--- src/hw/ets_defines.vh ---
// Constants for the exposure and frame timing sequencer
`ifndef ETS_DEFINES_VH
`define ETS_DEFINES_VH

// Clock rate
`define ETS_CLK_MHZ          32'h000000C8
// Exposure modes
`define ETS_MODE_INT         4'h2
`define ETS_MODE_SMART       4'h4
`define ETS_MODE_FALL        4'h6
`define ETS_MODE_SMART_SEQ   4'h9
`define ETS_MODE_FALL_SEQ    4'hA
`define ETS_MODE_RST         4'h2
// Times in microseconds
`define ETS_READOUT_US       32'h00002710
`define ETS_TRIG_DLY_US      32'h00000064
`define ETS_EXP_MIN_US       32'h00000028
`define ETS_EXP_MAX_US       32'h003D0900
`define ETS_EXP_MIN9_US      32'h0000000A
`define ETS_EXP_MIN10_US     32'h00000007
`define ETS_GAP_US           32'h00000001
`define ETS_SPACING_US       32'h00000096
`define ETS_PERIOD_MAX_US    32'h00989680
// Reset values in microseconds
`define ETS_EXP_RST_US       32'h00002328
`define ETS_PERIOD_RST_US    32'h00002710
// Cycle counts
`define ETS_CYC(us)          ((us) * `ETS_CLK_MHZ)

`endif

--- src/hw/ets_sequencer.v ---
// Exposure and frame timing sequencer for a global shutter camera
`timescale 1ns/1ps
`include "ets_defines.vh"

module ets_sequencer #(
   parameter [31:0] READOUT_US = `ETS_READOUT_US,
   parameter [31:0] TRIG_DLY_US = `ETS_TRIG_DLY_US,
   parameter [31:0] GAP_US      = `ETS_GAP_US,
   parameter [31:0] SPACING_US  = `ETS_SPACING_US,
   parameter [31:0] CLK_MHZ     = `ETS_CLK_MHZ
) (
   // Clock and reset
   input  wire        ref_clk_in,
   input  wire        rst_b_in,
   // Trigger line
   input  wire        external_sync_trigger_in,
   // Settings from the command parser
   input  wire        mode_wr_in,
   input  wire [3:0]  mode_in,
   input  wire        exp_wr_in,
   input  wire [31:0] exp_us_in,
   input  wire        period_wr_in,
   input  wire [31:0] period_us_in,
   // Status and sensor controls
   output reg  [3:0]  mode_out,
   output reg  [31:0] exp_us_out,
   output reg  [31:0] period_us_out,
   output reg         integrate_out,
   output reg         readout_out,
   output reg         frame_start_out,
   output reg         warn_out,
   output reg         cmd_reject_out
);

   // ==========================================================
   // Helpers
   // ==========================================================
   // Microseconds to clock cycles, kept 40 bits wide
   function [39:0] us2cyc;
      input [31:0] us;
      begin
         us2cyc = {8'h00, us} * {8'h00, CLK_MHZ};
      end
   endfunction

   // Limit a value to a closed range
   function [31:0] clip;
      input [31:0] v;
      input [31:0] lo;
      input [31:0] hi;
      begin
         clip = (v < lo) ? lo : ((v > hi) ? hi : v);
      end
   endfunction

   // Mode is one of the five supported codes
   function legal_mode;
      input [3:0] m;
      begin
         case (m)
            `ETS_MODE_INT,
            `ETS_MODE_SMART,
            `ETS_MODE_FALL,
            `ETS_MODE_SMART_SEQ,
            `ETS_MODE_FALL_SEQ: legal_mode = 1'b1;
            default:            legal_mode = 1'b0;
         endcase
      end
   endfunction

   // Modes in which integration may overlap readout
   function concur_mode;
      input [3:0] m;
      begin
         case (m)
            `ETS_MODE_INT,
            `ETS_MODE_SMART,
            `ETS_MODE_FALL: concur_mode = 1'b1;
            default:        concur_mode = 1'b0;
         endcase
      end
   endfunction

   // Modes that take a programmed exposure time
   function exp_mode;
      input [3:0] m;
      begin
         case (m)
            `ETS_MODE_INT,
            `ETS_MODE_FALL,
            `ETS_MODE_FALL_SEQ: exp_mode = 1'b1;
            default:            exp_mode = 1'b0;
         endcase
      end
   endfunction

   // Shortest exposure allowed in the smart modes; other modes clip exposure writes at ETS_EXP_MIN_US
   function [31:0] min_exp_us;
      input [3:0] m;
      begin
         case (m)
            `ETS_MODE_SMART_SEQ: min_exp_us = `ETS_EXP_MIN9_US;
            `ETS_MODE_FALL_SEQ:  min_exp_us = `ETS_EXP_MIN10_US;
            default:             min_exp_us = `ETS_EXP_MIN_US;
         endcase
      end
   endfunction

   // Fixed times in clock cycles
   localparam [39:0] RD_CYC  = us2cyc(READOUT_US);
   localparam [39:0] DLY_CYC = us2cyc(TRIG_DLY_US);
   localparam [39:0] GAP_CYC = us2cyc(GAP_US);
   localparam [39:0] SP_CYC  = us2cyc(SPACING_US);

   // Exposure states
   localparam [2:0] ST_IDLE = 3'h0;
   localparam [2:0] ST_DLY  = 3'h1;
   localparam [2:0] ST_EXP  = 3'h2;
   localparam [2:0] ST_HOLD = 3'h3;
   localparam [2:0] ST_GAP  = 3'h4;

   // ==========================================================
   // Settings
   // ==========================================================
   // Trigger edge detection
   reg        trig_d_r;
   wire       trig_rise = external_sync_trigger_in & ~trig_d_r;
   wire       trig_fall = ~external_sync_trigger_in & trig_d_r;

   wire        mode_ok  = legal_mode(mode_in);
   wire        exp_ok   = exp_mode(mode_out);
   wire [31:0] exp_clip = clip(exp_us_in, `ETS_EXP_MIN_US, `ETS_EXP_MAX_US);
   wire [31:0] per_clip = clip(period_us_in, READOUT_US, `ETS_PERIOD_MAX_US);
   wire        concur   = concur_mode(mode_out);

   // Writes apply in priority mode, exposure, period
   always @(posedge ref_clk_in or negedge rst_b_in) begin
      if (!rst_b_in) begin
         mode_out       <= `ETS_MODE_RST;
         exp_us_out     <= `ETS_EXP_RST_US;
         period_us_out  <= `ETS_PERIOD_RST_US;
         warn_out       <= 1'b0;
         cmd_reject_out <= 1'b0;
      end else begin
         warn_out       <= 1'b0;
         cmd_reject_out <= 1'b0;
         if (mode_wr_in) begin
            if (mode_ok)
               mode_out <= mode_in;
            else
               cmd_reject_out <= 1'b1;
         end else if (exp_wr_in) begin
            if (!exp_ok) begin
               cmd_reject_out <= 1'b1;
            end else begin
               exp_us_out <= exp_clip;
               if (mode_out == `ETS_MODE_INT && exp_clip > period_us_out) begin
                  period_us_out <= exp_clip;
                  warn_out      <= 1'b1;
               end
               // Whole-microsecond increments already; warn on overlap
               if (!concur && exp_clip + READOUT_US > period_us_out)
                  warn_out <= 1'b1;
            end
         end else if (period_wr_in) begin
            if (mode_out != `ETS_MODE_INT) begin
               cmd_reject_out <= 1'b1;
            end else begin
               period_us_out <= per_clip;
               if (exp_us_out > per_clip) begin
                  exp_us_out <= per_clip;
                  warn_out   <= 1'b1;
               end
            end
         end
      end
   end

   // ==========================================================
   // Readout timer
   // ==========================================================
   reg  [39:0] rd_cnt_r;
   reg  [39:0] per_cnt_r;
   reg  [2:0]  st_r;
   reg  [39:0] cnt_r;
   reg  [39:0] sp_cnt_r;
   reg         start_rd_r;
   reg         armed_r;
   wire        rd_busy = (rd_cnt_r != 40'h0);

   // Readout runs a fixed count once started
   always @(posedge ref_clk_in or negedge rst_b_in) begin
      if (!rst_b_in) begin
         rd_cnt_r    <= 40'h0;
         readout_out <= 1'b0;
      end else begin
         if (start_rd_r)
            rd_cnt_r <= RD_CYC;
         else if (rd_busy)
            rd_cnt_r <= rd_cnt_r - 40'h1;
         readout_out <= start_rd_r | (rd_cnt_r > 40'h1);
      end
   end

   // ==========================================================
   // Exposure sequencer
   // ==========================================================
   // Decoded mode
   wire internal = (mode_out == `ETS_MODE_INT);
   wire smart    = (mode_out == `ETS_MODE_SMART) | (mode_out == `ETS_MODE_SMART_SEQ);
   wire [39:0] exp_cyc = us2cyc(exp_us_out);
   wire [39:0] min_cyc = us2cyc(min_exp_us(mode_out));
   // Trigger accepted only when not busy per mode
   wire can_start = concur ? (sp_cnt_r == 40'h0) : !rd_busy;
   // Start condition per mode
   reg  go;
   always @* begin
      go = 1'b0;
      if (can_start) begin
         if (internal)
            go = (per_cnt_r == 40'h0);
         else if (smart)
            go = trig_rise;
         else
            go = trig_fall;
      end
   end

   always @(posedge ref_clk_in or negedge rst_b_in) begin
      if (!rst_b_in) begin
         trig_d_r        <= 1'b0;
         st_r            <= ST_IDLE;
         cnt_r           <= 40'h0;
         per_cnt_r       <= 40'h0;
         sp_cnt_r        <= 40'h0;
         armed_r         <= 1'b0;
         start_rd_r      <= 1'b0;
         integrate_out   <= 1'b0;
         frame_start_out <= 1'b0;
      end else begin
         trig_d_r        <= external_sync_trigger_in;
         start_rd_r      <= 1'b0;
         frame_start_out <= 1'b0;
         // Down counters, each stopping at zero
         if (per_cnt_r != 40'h0)
            per_cnt_r <= per_cnt_r - 40'h1;
         if (sp_cnt_r != 40'h0)
            sp_cnt_r <= sp_cnt_r - 40'h1;
         if (cnt_r != 40'h0)
            cnt_r <= cnt_r - 40'h1;
         if (smart && trig_fall && st_r != ST_IDLE)
            armed_r <= 1'b1;
         case (st_r)
            // Wait for the period or a trigger edge
            ST_IDLE: begin
               armed_r <= 1'b0;
               if (go) begin
                  frame_start_out <= 1'b1;
                  if (internal) begin
                     per_cnt_r     <= us2cyc(period_us_out) - 40'h1;
                     integrate_out <= 1'b1;
                     cnt_r         <= exp_cyc;
                     st_r          <= ST_EXP;
                  end else begin
                     cnt_r <= DLY_CYC;
                     st_r  <= ST_DLY;
                  end
               end
            end
            // Fixed delay from trigger to exposure
            ST_DLY: begin
               if (cnt_r == 40'h1) begin
                  integrate_out <= 1'b1;
                  sp_cnt_r      <= SP_CYC;
                  cnt_r         <= smart ? min_cyc : exp_cyc;
                  st_r          <= ST_EXP;
               end
            end
            ST_EXP: begin
               // Smart modes: exposure ends at trigger fall after minimum
               if (cnt_r <= 40'h1 && (!smart || armed_r || !external_sync_trigger_in))
                  st_r <= ST_HOLD;
            end
            // Stretch while the previous readout runs
            ST_HOLD: begin
               if (rd_busy && concur) begin
                  integrate_out <= 1'b1;
               end else begin
                  integrate_out <= 1'b0;
                  start_rd_r    <= 1'b1;
                  cnt_r         <= GAP_CYC;
                  st_r          <= ST_GAP;
               end
            end
            // Short guard before the next trigger
            ST_GAP: begin
               if (cnt_r <= 40'h1)
                  st_r <= ST_IDLE;
            end
            default: st_r <= ST_IDLE;
         endcase

         // A new mode abandons the frame in progress
         if (mode_wr_in && mode_ok) begin
            st_r            <= ST_IDLE;
            cnt_r           <= 40'h0;
            per_cnt_r       <= 40'h0;
            sp_cnt_r        <= 40'h0;
            armed_r         <= 1'b0;
            start_rd_r      <= 1'b0;
            integrate_out   <= 1'b0;
            frame_start_out <= 1'b0;
         end
      end
   end

endmodule

--- config.mk ---
export PLATFORM = sky130hd
export DESIGN_NAME = ets_sequencer
export DESIGN_NICKNAME = d
export VERILOG_FILES = /design/src/hw/ets_sequencer.v
export VERILOG_INCLUDE_DIRS = /design/src /design/src/hw
export SDC_FILE = /design/constraint.sdc
export NUM_CORES = 1
export LEC_CHECK = 0
export BUFFER_PORTS_ARGS = -buffer_cell sky130_fd_sc_hd__buf_2
export CAP_MARGIN = 20
export CORE_MARGIN = 4
export CORE_UTILIZATION = 45
export DETAILED_ROUTE_END_ITERATION = 8
export MAX_ROUTING_LAYER = met4
export PLACE_DENSITY = 0.6
export SLEW_MARGIN = 10
export SYNTH_ARGS = -nofsm -noshare
export SYNTH_HDL_FRONTEND = slang
export SYNTH_SLANG_ARGS = --single-unit
--- constraint.sdc ---
create_clock -name ref_clk_in -period 5.32 [get_ports ref_clk_in]
set_input_delay 0.798 -clock ref_clk_in [delete_from_list [all_inputs] [get_ports ref_clk_in]]
set_output_delay 0.798 -clock ref_clk_in [all_outputs]
set_load 0.01 [all_outputs]
**Yosys cells after proc, flatten, opt, wreduce, memory -nomap -nowiden**

Index checks and enable logic that the tools add are counted.

- $mul: 3
- Mux-type cells: 78
- Add/subtract/negate cells: 6
- Eq/ne operators: 25
- $lt $le $gt $ge: 9
- Bitwise operators: 7
- Reductions and logical operators: 34

Operators with widths:

| cell | count |
|---|---|
| 40-bit 2-to-1 mux | 18 |
| 32-bit 2-to-1 mux | 14 |
| 40-bit by 1-bit subtractor with 40-bit output (second input constant) | 5 |
| 40-bit nonzero test | 4 |
| 40-bit one-hot mux with 3 select lines | 1 |
| 32-bit by 5-bit multiplier with 37-bit output (second input constant) | 3 |
| 32-bit > comparator | 3 |
| 40-bit logical NOT | 2 |
| 40-bit by 1-bit equality test with 1-bit output (second input constant) | 1 |
| 40-bit by 1-bit > comparator with 1-bit output (second input constant) | 1 |
| 40-bit by 1-bit <= comparator with 1-bit output (second input constant) | 1 |
| 1-bit 2-to-1 mux | 35 |
| 32-bit by 14-bit adder with 32-bit output (second input constant) | 1 |
| 32-bit by 22-bit > comparator with 1-bit output (second input constant) | 1 |
| 32-bit by 24-bit > comparator with 1-bit output (second input constant) | 1 |
| 32-bit by 14-bit < comparator with 1-bit output (second input constant) | 1 |
| 32-bit by 6-bit < comparator with 1-bit output (second input constant) | 1 |
| 3-bit 2-to-1 mux | 6 |
| 3-bit != test (second input constant) | 6 |
| 4-bit by 3-bit equality test with 1-bit output (second input constant) | 4 |
| 4-bit equality test (second input constant) | 4 |
| 3-bit one-hot mux with 5 select lines | 1 |
| 5-bit AND reduction | 3 |
| 6-bit one-hot mux with 2 select lines | 1 |
| other kinds (23) | 44 |

- Bits in registers: 239
- Word-level logic and storage cells: 178
- Output and inout port bits: 73
- Input port bits: 74

**Depth between registers and ports, before layout**

- Depth after elaboration: 10
- Gate-level depth with buffers: 29
- Gate-level depth less buffers: 27

**Least setup slack after synthesis**

Ideal clock, no wire load.

- Path type: input to register
- From: input exp_us_in[30]
- To: register warn_out
- Buffers on the path: 0
- Path slack: -0.351 ns
- Data required time: 5.179 ns
- Arrival: 5.530 ns
- Stages: 26
- Library setup time: 0.141 ns
- Cell sequence: nor4_1 -> nand3_1 -> or2_2 -> or3_1 -> and2_1 -> nand2_1 -> inv_1 -> ha_1 -> and3_1 -> or4_1 -> or3_1 -> a31oi_1 -> nor4_1 -> xor2_1 -> ha_1 -> a21o_1 -> a21oi_1 -> nor2b_1 -> o31a_1 -> o21ai_0 -> nand2b_1 -> a21oi_1 -> o21ai_0 -> a211oi_1 -> a211o_1 -> a31oi_1

- Cells in the longest elaborated chain, start to end: 10
- Elaborated cells between the ends (all ways): 14
- Those cells by class: add/sub (1); order compare (4); mux (7); reduce/logical (2)

RTL lines:

| item | line | text |
|---|---|---|
| start, declared | ets_sequencer.v:21 | `input wire [31:0] exp_us_in,` |
| 32-bit by 22-bit > comparator with 1-bit output | ets_sequencer.v:52 | `clip = (v < lo) ? lo : ((v > hi) ? hi : v);` |
| 32-bit 2-to-1 mux | ets_sequencer.v:52 |  |
| 32-bit 2-to-1 mux (*) | ets_sequencer.v:52 |  |
| 32-bit by 14-bit adder with 32-bit output or 32-bit > comparator (tied branches) | ets_sequencer.v:162, ets_sequencer.v:157 |  |
| 32-bit > comparator or 1-bit logical AND (tied branches) | ets_sequencer.v:162, ets_sequencer.v:157 |  |
| 1-bit logical AND or 1-bit 2-to-1 mux (tied branches) | ets_sequencer.v:162, ets_sequencer.v:157 |  |
| 1-bit 2-to-1 mux (*) | ets_sequencer.v:162 | `if (!concur && exp_clip + READOUT_US > period_us_out)` |
| 1-bit 2-to-1 mux (*) | ets_sequencer.v:153 | `if (!exp_ok) begin` |
| 1-bit 2-to-1 mux (*) | ets_sequencer.v:152 | `end else if (exp_wr_in) begin` |
| 1-bit 2-to-1 mux (*) | ets_sequencer.v:147 | `if (mode_wr_in) begin` |
| end signal, assigned | ets_sequencer.v:145 | `warn_out <= 1'b0;` |
| end signal, assigned | ets_sequencer.v:159 | `warn_out <= 1'b1;` |
| end signal, assigned | ets_sequencer.v:163 | `warn_out <= 1'b1;` |
| end, declared | ets_sequencer.v:31 | `output reg warn_out,` |

Mark *: on every way between the ends. The rest lies on a longest branch, timed or not.
A chain may end at the register's enable or synchronous reset.

**Worst setup path after layout**

- From: register period_us_out[10]
- To: register per_cnt_r[37]

- Cells in the longest elaborated chain, start to end: 6

RTL lines:

| item | line | text |
|---|---|---|
| start, declared | ets_sequencer.v:27 | `output reg [31:0] period_us_out,` |
| start signal, assigned | ets_sequencer.v:141 | `` period_us_out <= `ETS_PERIOD_RST_US; `` |
| start signal, assigned | ets_sequencer.v:158 | `period_us_out <= exp_clip;` |
| start signal, assigned | ets_sequencer.v:169 | `period_us_out <= per_clip;` |
| 32-bit by 5-bit multiplier with 37-bit output | ets_sequencer.v:42 | `us2cyc = {8'h00, us} * {8'h00, CLK_MHZ};` |
| 40-bit by 1-bit subtractor with 40-bit output | ets_sequencer.v:260 | `per_cnt_r <= us2cyc(period_us_out) - 40'h1;` |
| 40-bit 2-to-1 mux | ets_sequencer.v:259 | `if (internal) begin` |
| 40-bit 2-to-1 mux | ets_sequencer.v:257 | `if (go) begin` |
| 40-bit 2-to-1 mux | ets_sequencer.v:253 | `case (st_r)` |
| 40-bit 2-to-1 mux | ets_sequencer.v:304 | `if (mode_wr_in && mode_ok) begin` |
| end signal, assigned | ets_sequencer.v:246 | `per_cnt_r <= per_cnt_r - 40'h1;` |
| end signal, assigned | ets_sequencer.v:260 |  |
| end, declared | ets_sequencer.v:183 | `reg [39:0] per_cnt_r;` |

No other way between the ends.

==> run metrics <==
status=finished clean; unrepaired setup endpoints after global routing=no; DRC violation count after routing=0; fin cells=roughly 3600; most frequent CP cell=ha_1; utilization after layout=between 50% and 60%; hold buffers post-CTS=0; Chip Height=233 um; nets=3292; crit path cell chain=ha_1, ha_1, inv_1, fa_1, inv_1, ha_1, o21a_1, a21o_1, a2111o_1, a21o_1, a222oi_1, o211ai_1, or3_4, nor3_4, and4b_4, xnor2_1, a22o_1; routed vias/inst=~5.5; Initial Util=between 40% and 50%; pin count of the biggest net entering global routing=116; total CTS buffers=31; Final Max Slew Viols=0; Hold Fails Final Rpt=0; Final Skew=roughly 19 ps; area growth from synthesis to layout=14.4%; CTS tree=yes; Routed wire per std cell=17.9 um; Mean Syn Cell Area=~8.6 um^2; Top FF cell, synth=dfrtp_1; critical path arrival=between 5000 and 6000 ps; Int Power=roughly 6800 uW; RD Place Congestion=1.01; Cell Rows=82; Fill cells=roughly 4800; number of flops mapped to enable cells by yosys=0; CTS max path bufs=3; Clock Tree Root=clkbuf_16; asr flop ratio synth=100%; drt total wl=approximately 64000 um; worst min path class=in -> async; FF-to-FF Start=period_us_out[10]$_DFFE_PN1P_; Clock Latency Late Sink=590 ps; post-synth cell types=approximately 90; # Max-Cap Violations=0; Seq pwr share=between 20% and 30%; combinational share of power=57.4%; core area=between 50000 and 60000 um^2; vias in the first global route=~19000; LEAKAGE=~0.013 uW; Slew HR=roughly two fifths; Worst-Margin Slew=approximately 870 ps; post-synthesis register bit count=about 240; DP Cell Count=roughly 3500; switching share of power=~46%; peak supply drop=0.318 mV; sequential share of the synthesized area=26.3%; DP Wirelength=~51000 um; First DRT Iteration DRCs=1287; startpoint types=flop; CTS sink cnt=about 240; vias=between 15000 and 20000; CP Max Fanout=7; Final min period=just over 5000 ps; Crit Reg-Reg Endpoint=per_cnt_r[37]$_DFF_PN0_; synthesized area=approximately 23000 um^2; period utilization=95.2%; gr usage total=about a quarter; Port-buffer cells=146; PD cells=485 nW/um^2; Setup Viol. Count Final=0; setup TNS=0 ps; post-route ant nets=0; FF-to-FF path depth=17; TritonRoute pass-1 iters=8; first-pass GRT wire length=around 100000 um; Synth Instances=2639; overall die width=around 230 um; Peak Freq=between 150 and 200 MHz; switching power=just under 6000 uW; H-tree levels=1; setup slack, reg-to-reg=between 200 and 300 ps; Setup crit end kind=flop; initial antenna violation count=1; die area=around 54000 um^2; CP Data Required Time=5790 ps; Ys Warns=0; Ports=around 150; layout cell share with drive strength beyond 1=approximately 14%; CP Class=reg -> reg; CTS clock-pin slew for the worst setup and hold paths=60 ps; slowest CP cell=dfstp_2; CP peak stage delay=roughly 600 ps; share of total power in the clock network=18.2%; gr ovfl total=0
-- routing by layer --
| layer | share of wire, % | up-vias | track usage, % |
|---|---|---|---|
| li1 | - | 9670 | - |
| met1 | 48 | 9225 | 33.6 |
| met2 | 44 | 416 | 37.1 |
| met3 | 5.1 | 88 | 3.56 |
| met4 | 2.4 | 0 | 5.49 |
| met5 | 0 | - | - |
-- cells in the mapped netlist, drive strengths merged, types with 54 or more instances --
master,number,area share (%)
a21o,63,2.1
nand2,164,2.7
inv,306,5.0
nor2,223,3.7
xnor2,128,4.9
xor2,99,3.8
dfrtp,228,25
o21ai,95,2.1
fa,54,4.8
a21oi,143,3.2
nor3,102,2.3
clkbuf,54,0.89
ha,308,17
-- area by class of cell --
class,count,area (um^2),area share (%)
timing repair buffer,226,1390,5.33
inverter,307,1150,4.43
clock inverter,12,225,0.865
sequential,239,5990,23.0
multi-input combinational,2051,15500,59.7
antenna,1,2.50,0.00961
tap,672,841,3.23
clock buffer,45,898,3.45
-- through the flow --
step / setup WS (ps) / hold WS (ps) / instance area (um^2) / total power, uW
floorplan: 7.56 / 493 / 22900 / 8340
global placement: -294 / 509 / 24900 / 10000
detailed placement: -332 / 527 / 24900 / 10200
CTS: 179 / 159 / 26000 / 12600
global route: 23.3 / 173 / 26000 / 13800
finish: 254 / 147 / 26000 / 12600
-- layout by cell type, fill, tap and decap left out, types with 12 or more instances in the layout --
cell type,Yosys,routed
a211oi_1,25,23
a21o_1,63,63
a21oi_1,142,142
a31oi_1,23,22
and2_1,34,33
and3_1,20,19
buf_2,6,145
buf_4,1,76
clkbuf_16,0,31
conb_1,2,27
dfrtp_1,228,228
fa_1,54,54
ha_1,308,306
inv_1,306,305
mux2_2,41,41
nand2_1,163,162
nand2b_1,38,38
nand3_1,48,47
nand4_1,45,45
nor2_1,223,223
nor2b_1,26,26
nor3_1,99,99
nor4_1,47,45
o21a_1,24,23
o21ai_0,90,88
o22ai_1,25,25
o31ai_1,14,14
or2_2,13,12
or3_1,43,42
or4_1,24,23
xnor2_1,128,128
xor2_1,99,99
-- state kept, by name (all words and copies together), names as in the netlist, 3 cells and up --
register and cells:
sp_cnt_r 40, period_us_out 32, st_r 3, per_cnt_r 40, cnt_r 40, mode_out 4
exp_us_out 32, rd_cnt_r 40
-- power by group through the flow --
| stage | clock network, uW | registers, uW | logic (uW) |
|---|---|---|---|
| after floorplan | 0 | 2940 | 5400 |
| after global placement | 0 | 3070 | 6980 |
| after detailed placement | 0 | 3100 | 7110 |
| after CTS | 2350 | 3090 | 7190 |
| after global routing | 2430 | 3180 | 8210 |
| final | 2300 | 3090 | 7250 |
-- critical path, delay by kind of cell (launching register included) --
family / cells / cell delay [ps]
AOI/OAI and AO/OA: 7 / 1910
xor gates and xnor gates: 1 / 70
adders and majority gates: 4 / 1390
buffers and inverters: 2 / 90
DFF: 1 / 600
and+or+nand+nor: 3 / 900
-- timing repair --
| action | CTS | global route |
|---|---|---|
| resized for setup | 0 | 6 |
| setup endpoints to repair | 0 | 7 |
| endpoints found under the hold margin | 0 | 0 |
| setup buffers | 0 | 1 |
-- worst max path at each step --
stage                     cells past startpoint  slack [ps]                 endpoint                     startpoint
after floorplan                              26           8       warn_out$_DFF_PN0_                  exp_us_in[29]
after global placement                       27        -290       warn_out$_DFF_PN0_                  exp_us_in[29]
after detailed placement                     27        -330       warn_out$_DFF_PN0_                  exp_us_in[29]
after CTS                                    17         180  per_cnt_r[37]$_DFF_PN0_   period_us_out[9]$_DFFE_PN1P_
after global routing                         17          20  per_cnt_r[37]$_DFF_PN0_  period_us_out[10]$_DFFE_PN1P_
final                                        17         250  per_cnt_r[37]$_DFF_PN0_  period_us_out[10]$_DFFE_PN1P_
-- logic make-up (layout without fill, tap and decap cells) --
group	count (synthesis)	count (layout)	synth area share [%]
buf+inv	374	590	6.25
simple gates	884	884	20.3
xor+xnor	227	227	8.74
mux	50	50	2.48
compound gates	501	501	14.2
flops	239	239	26.3
other cells	2	28	0.0330
fa+ha+maj	362	362	21.7
Power figures use the tool's default switching activity.
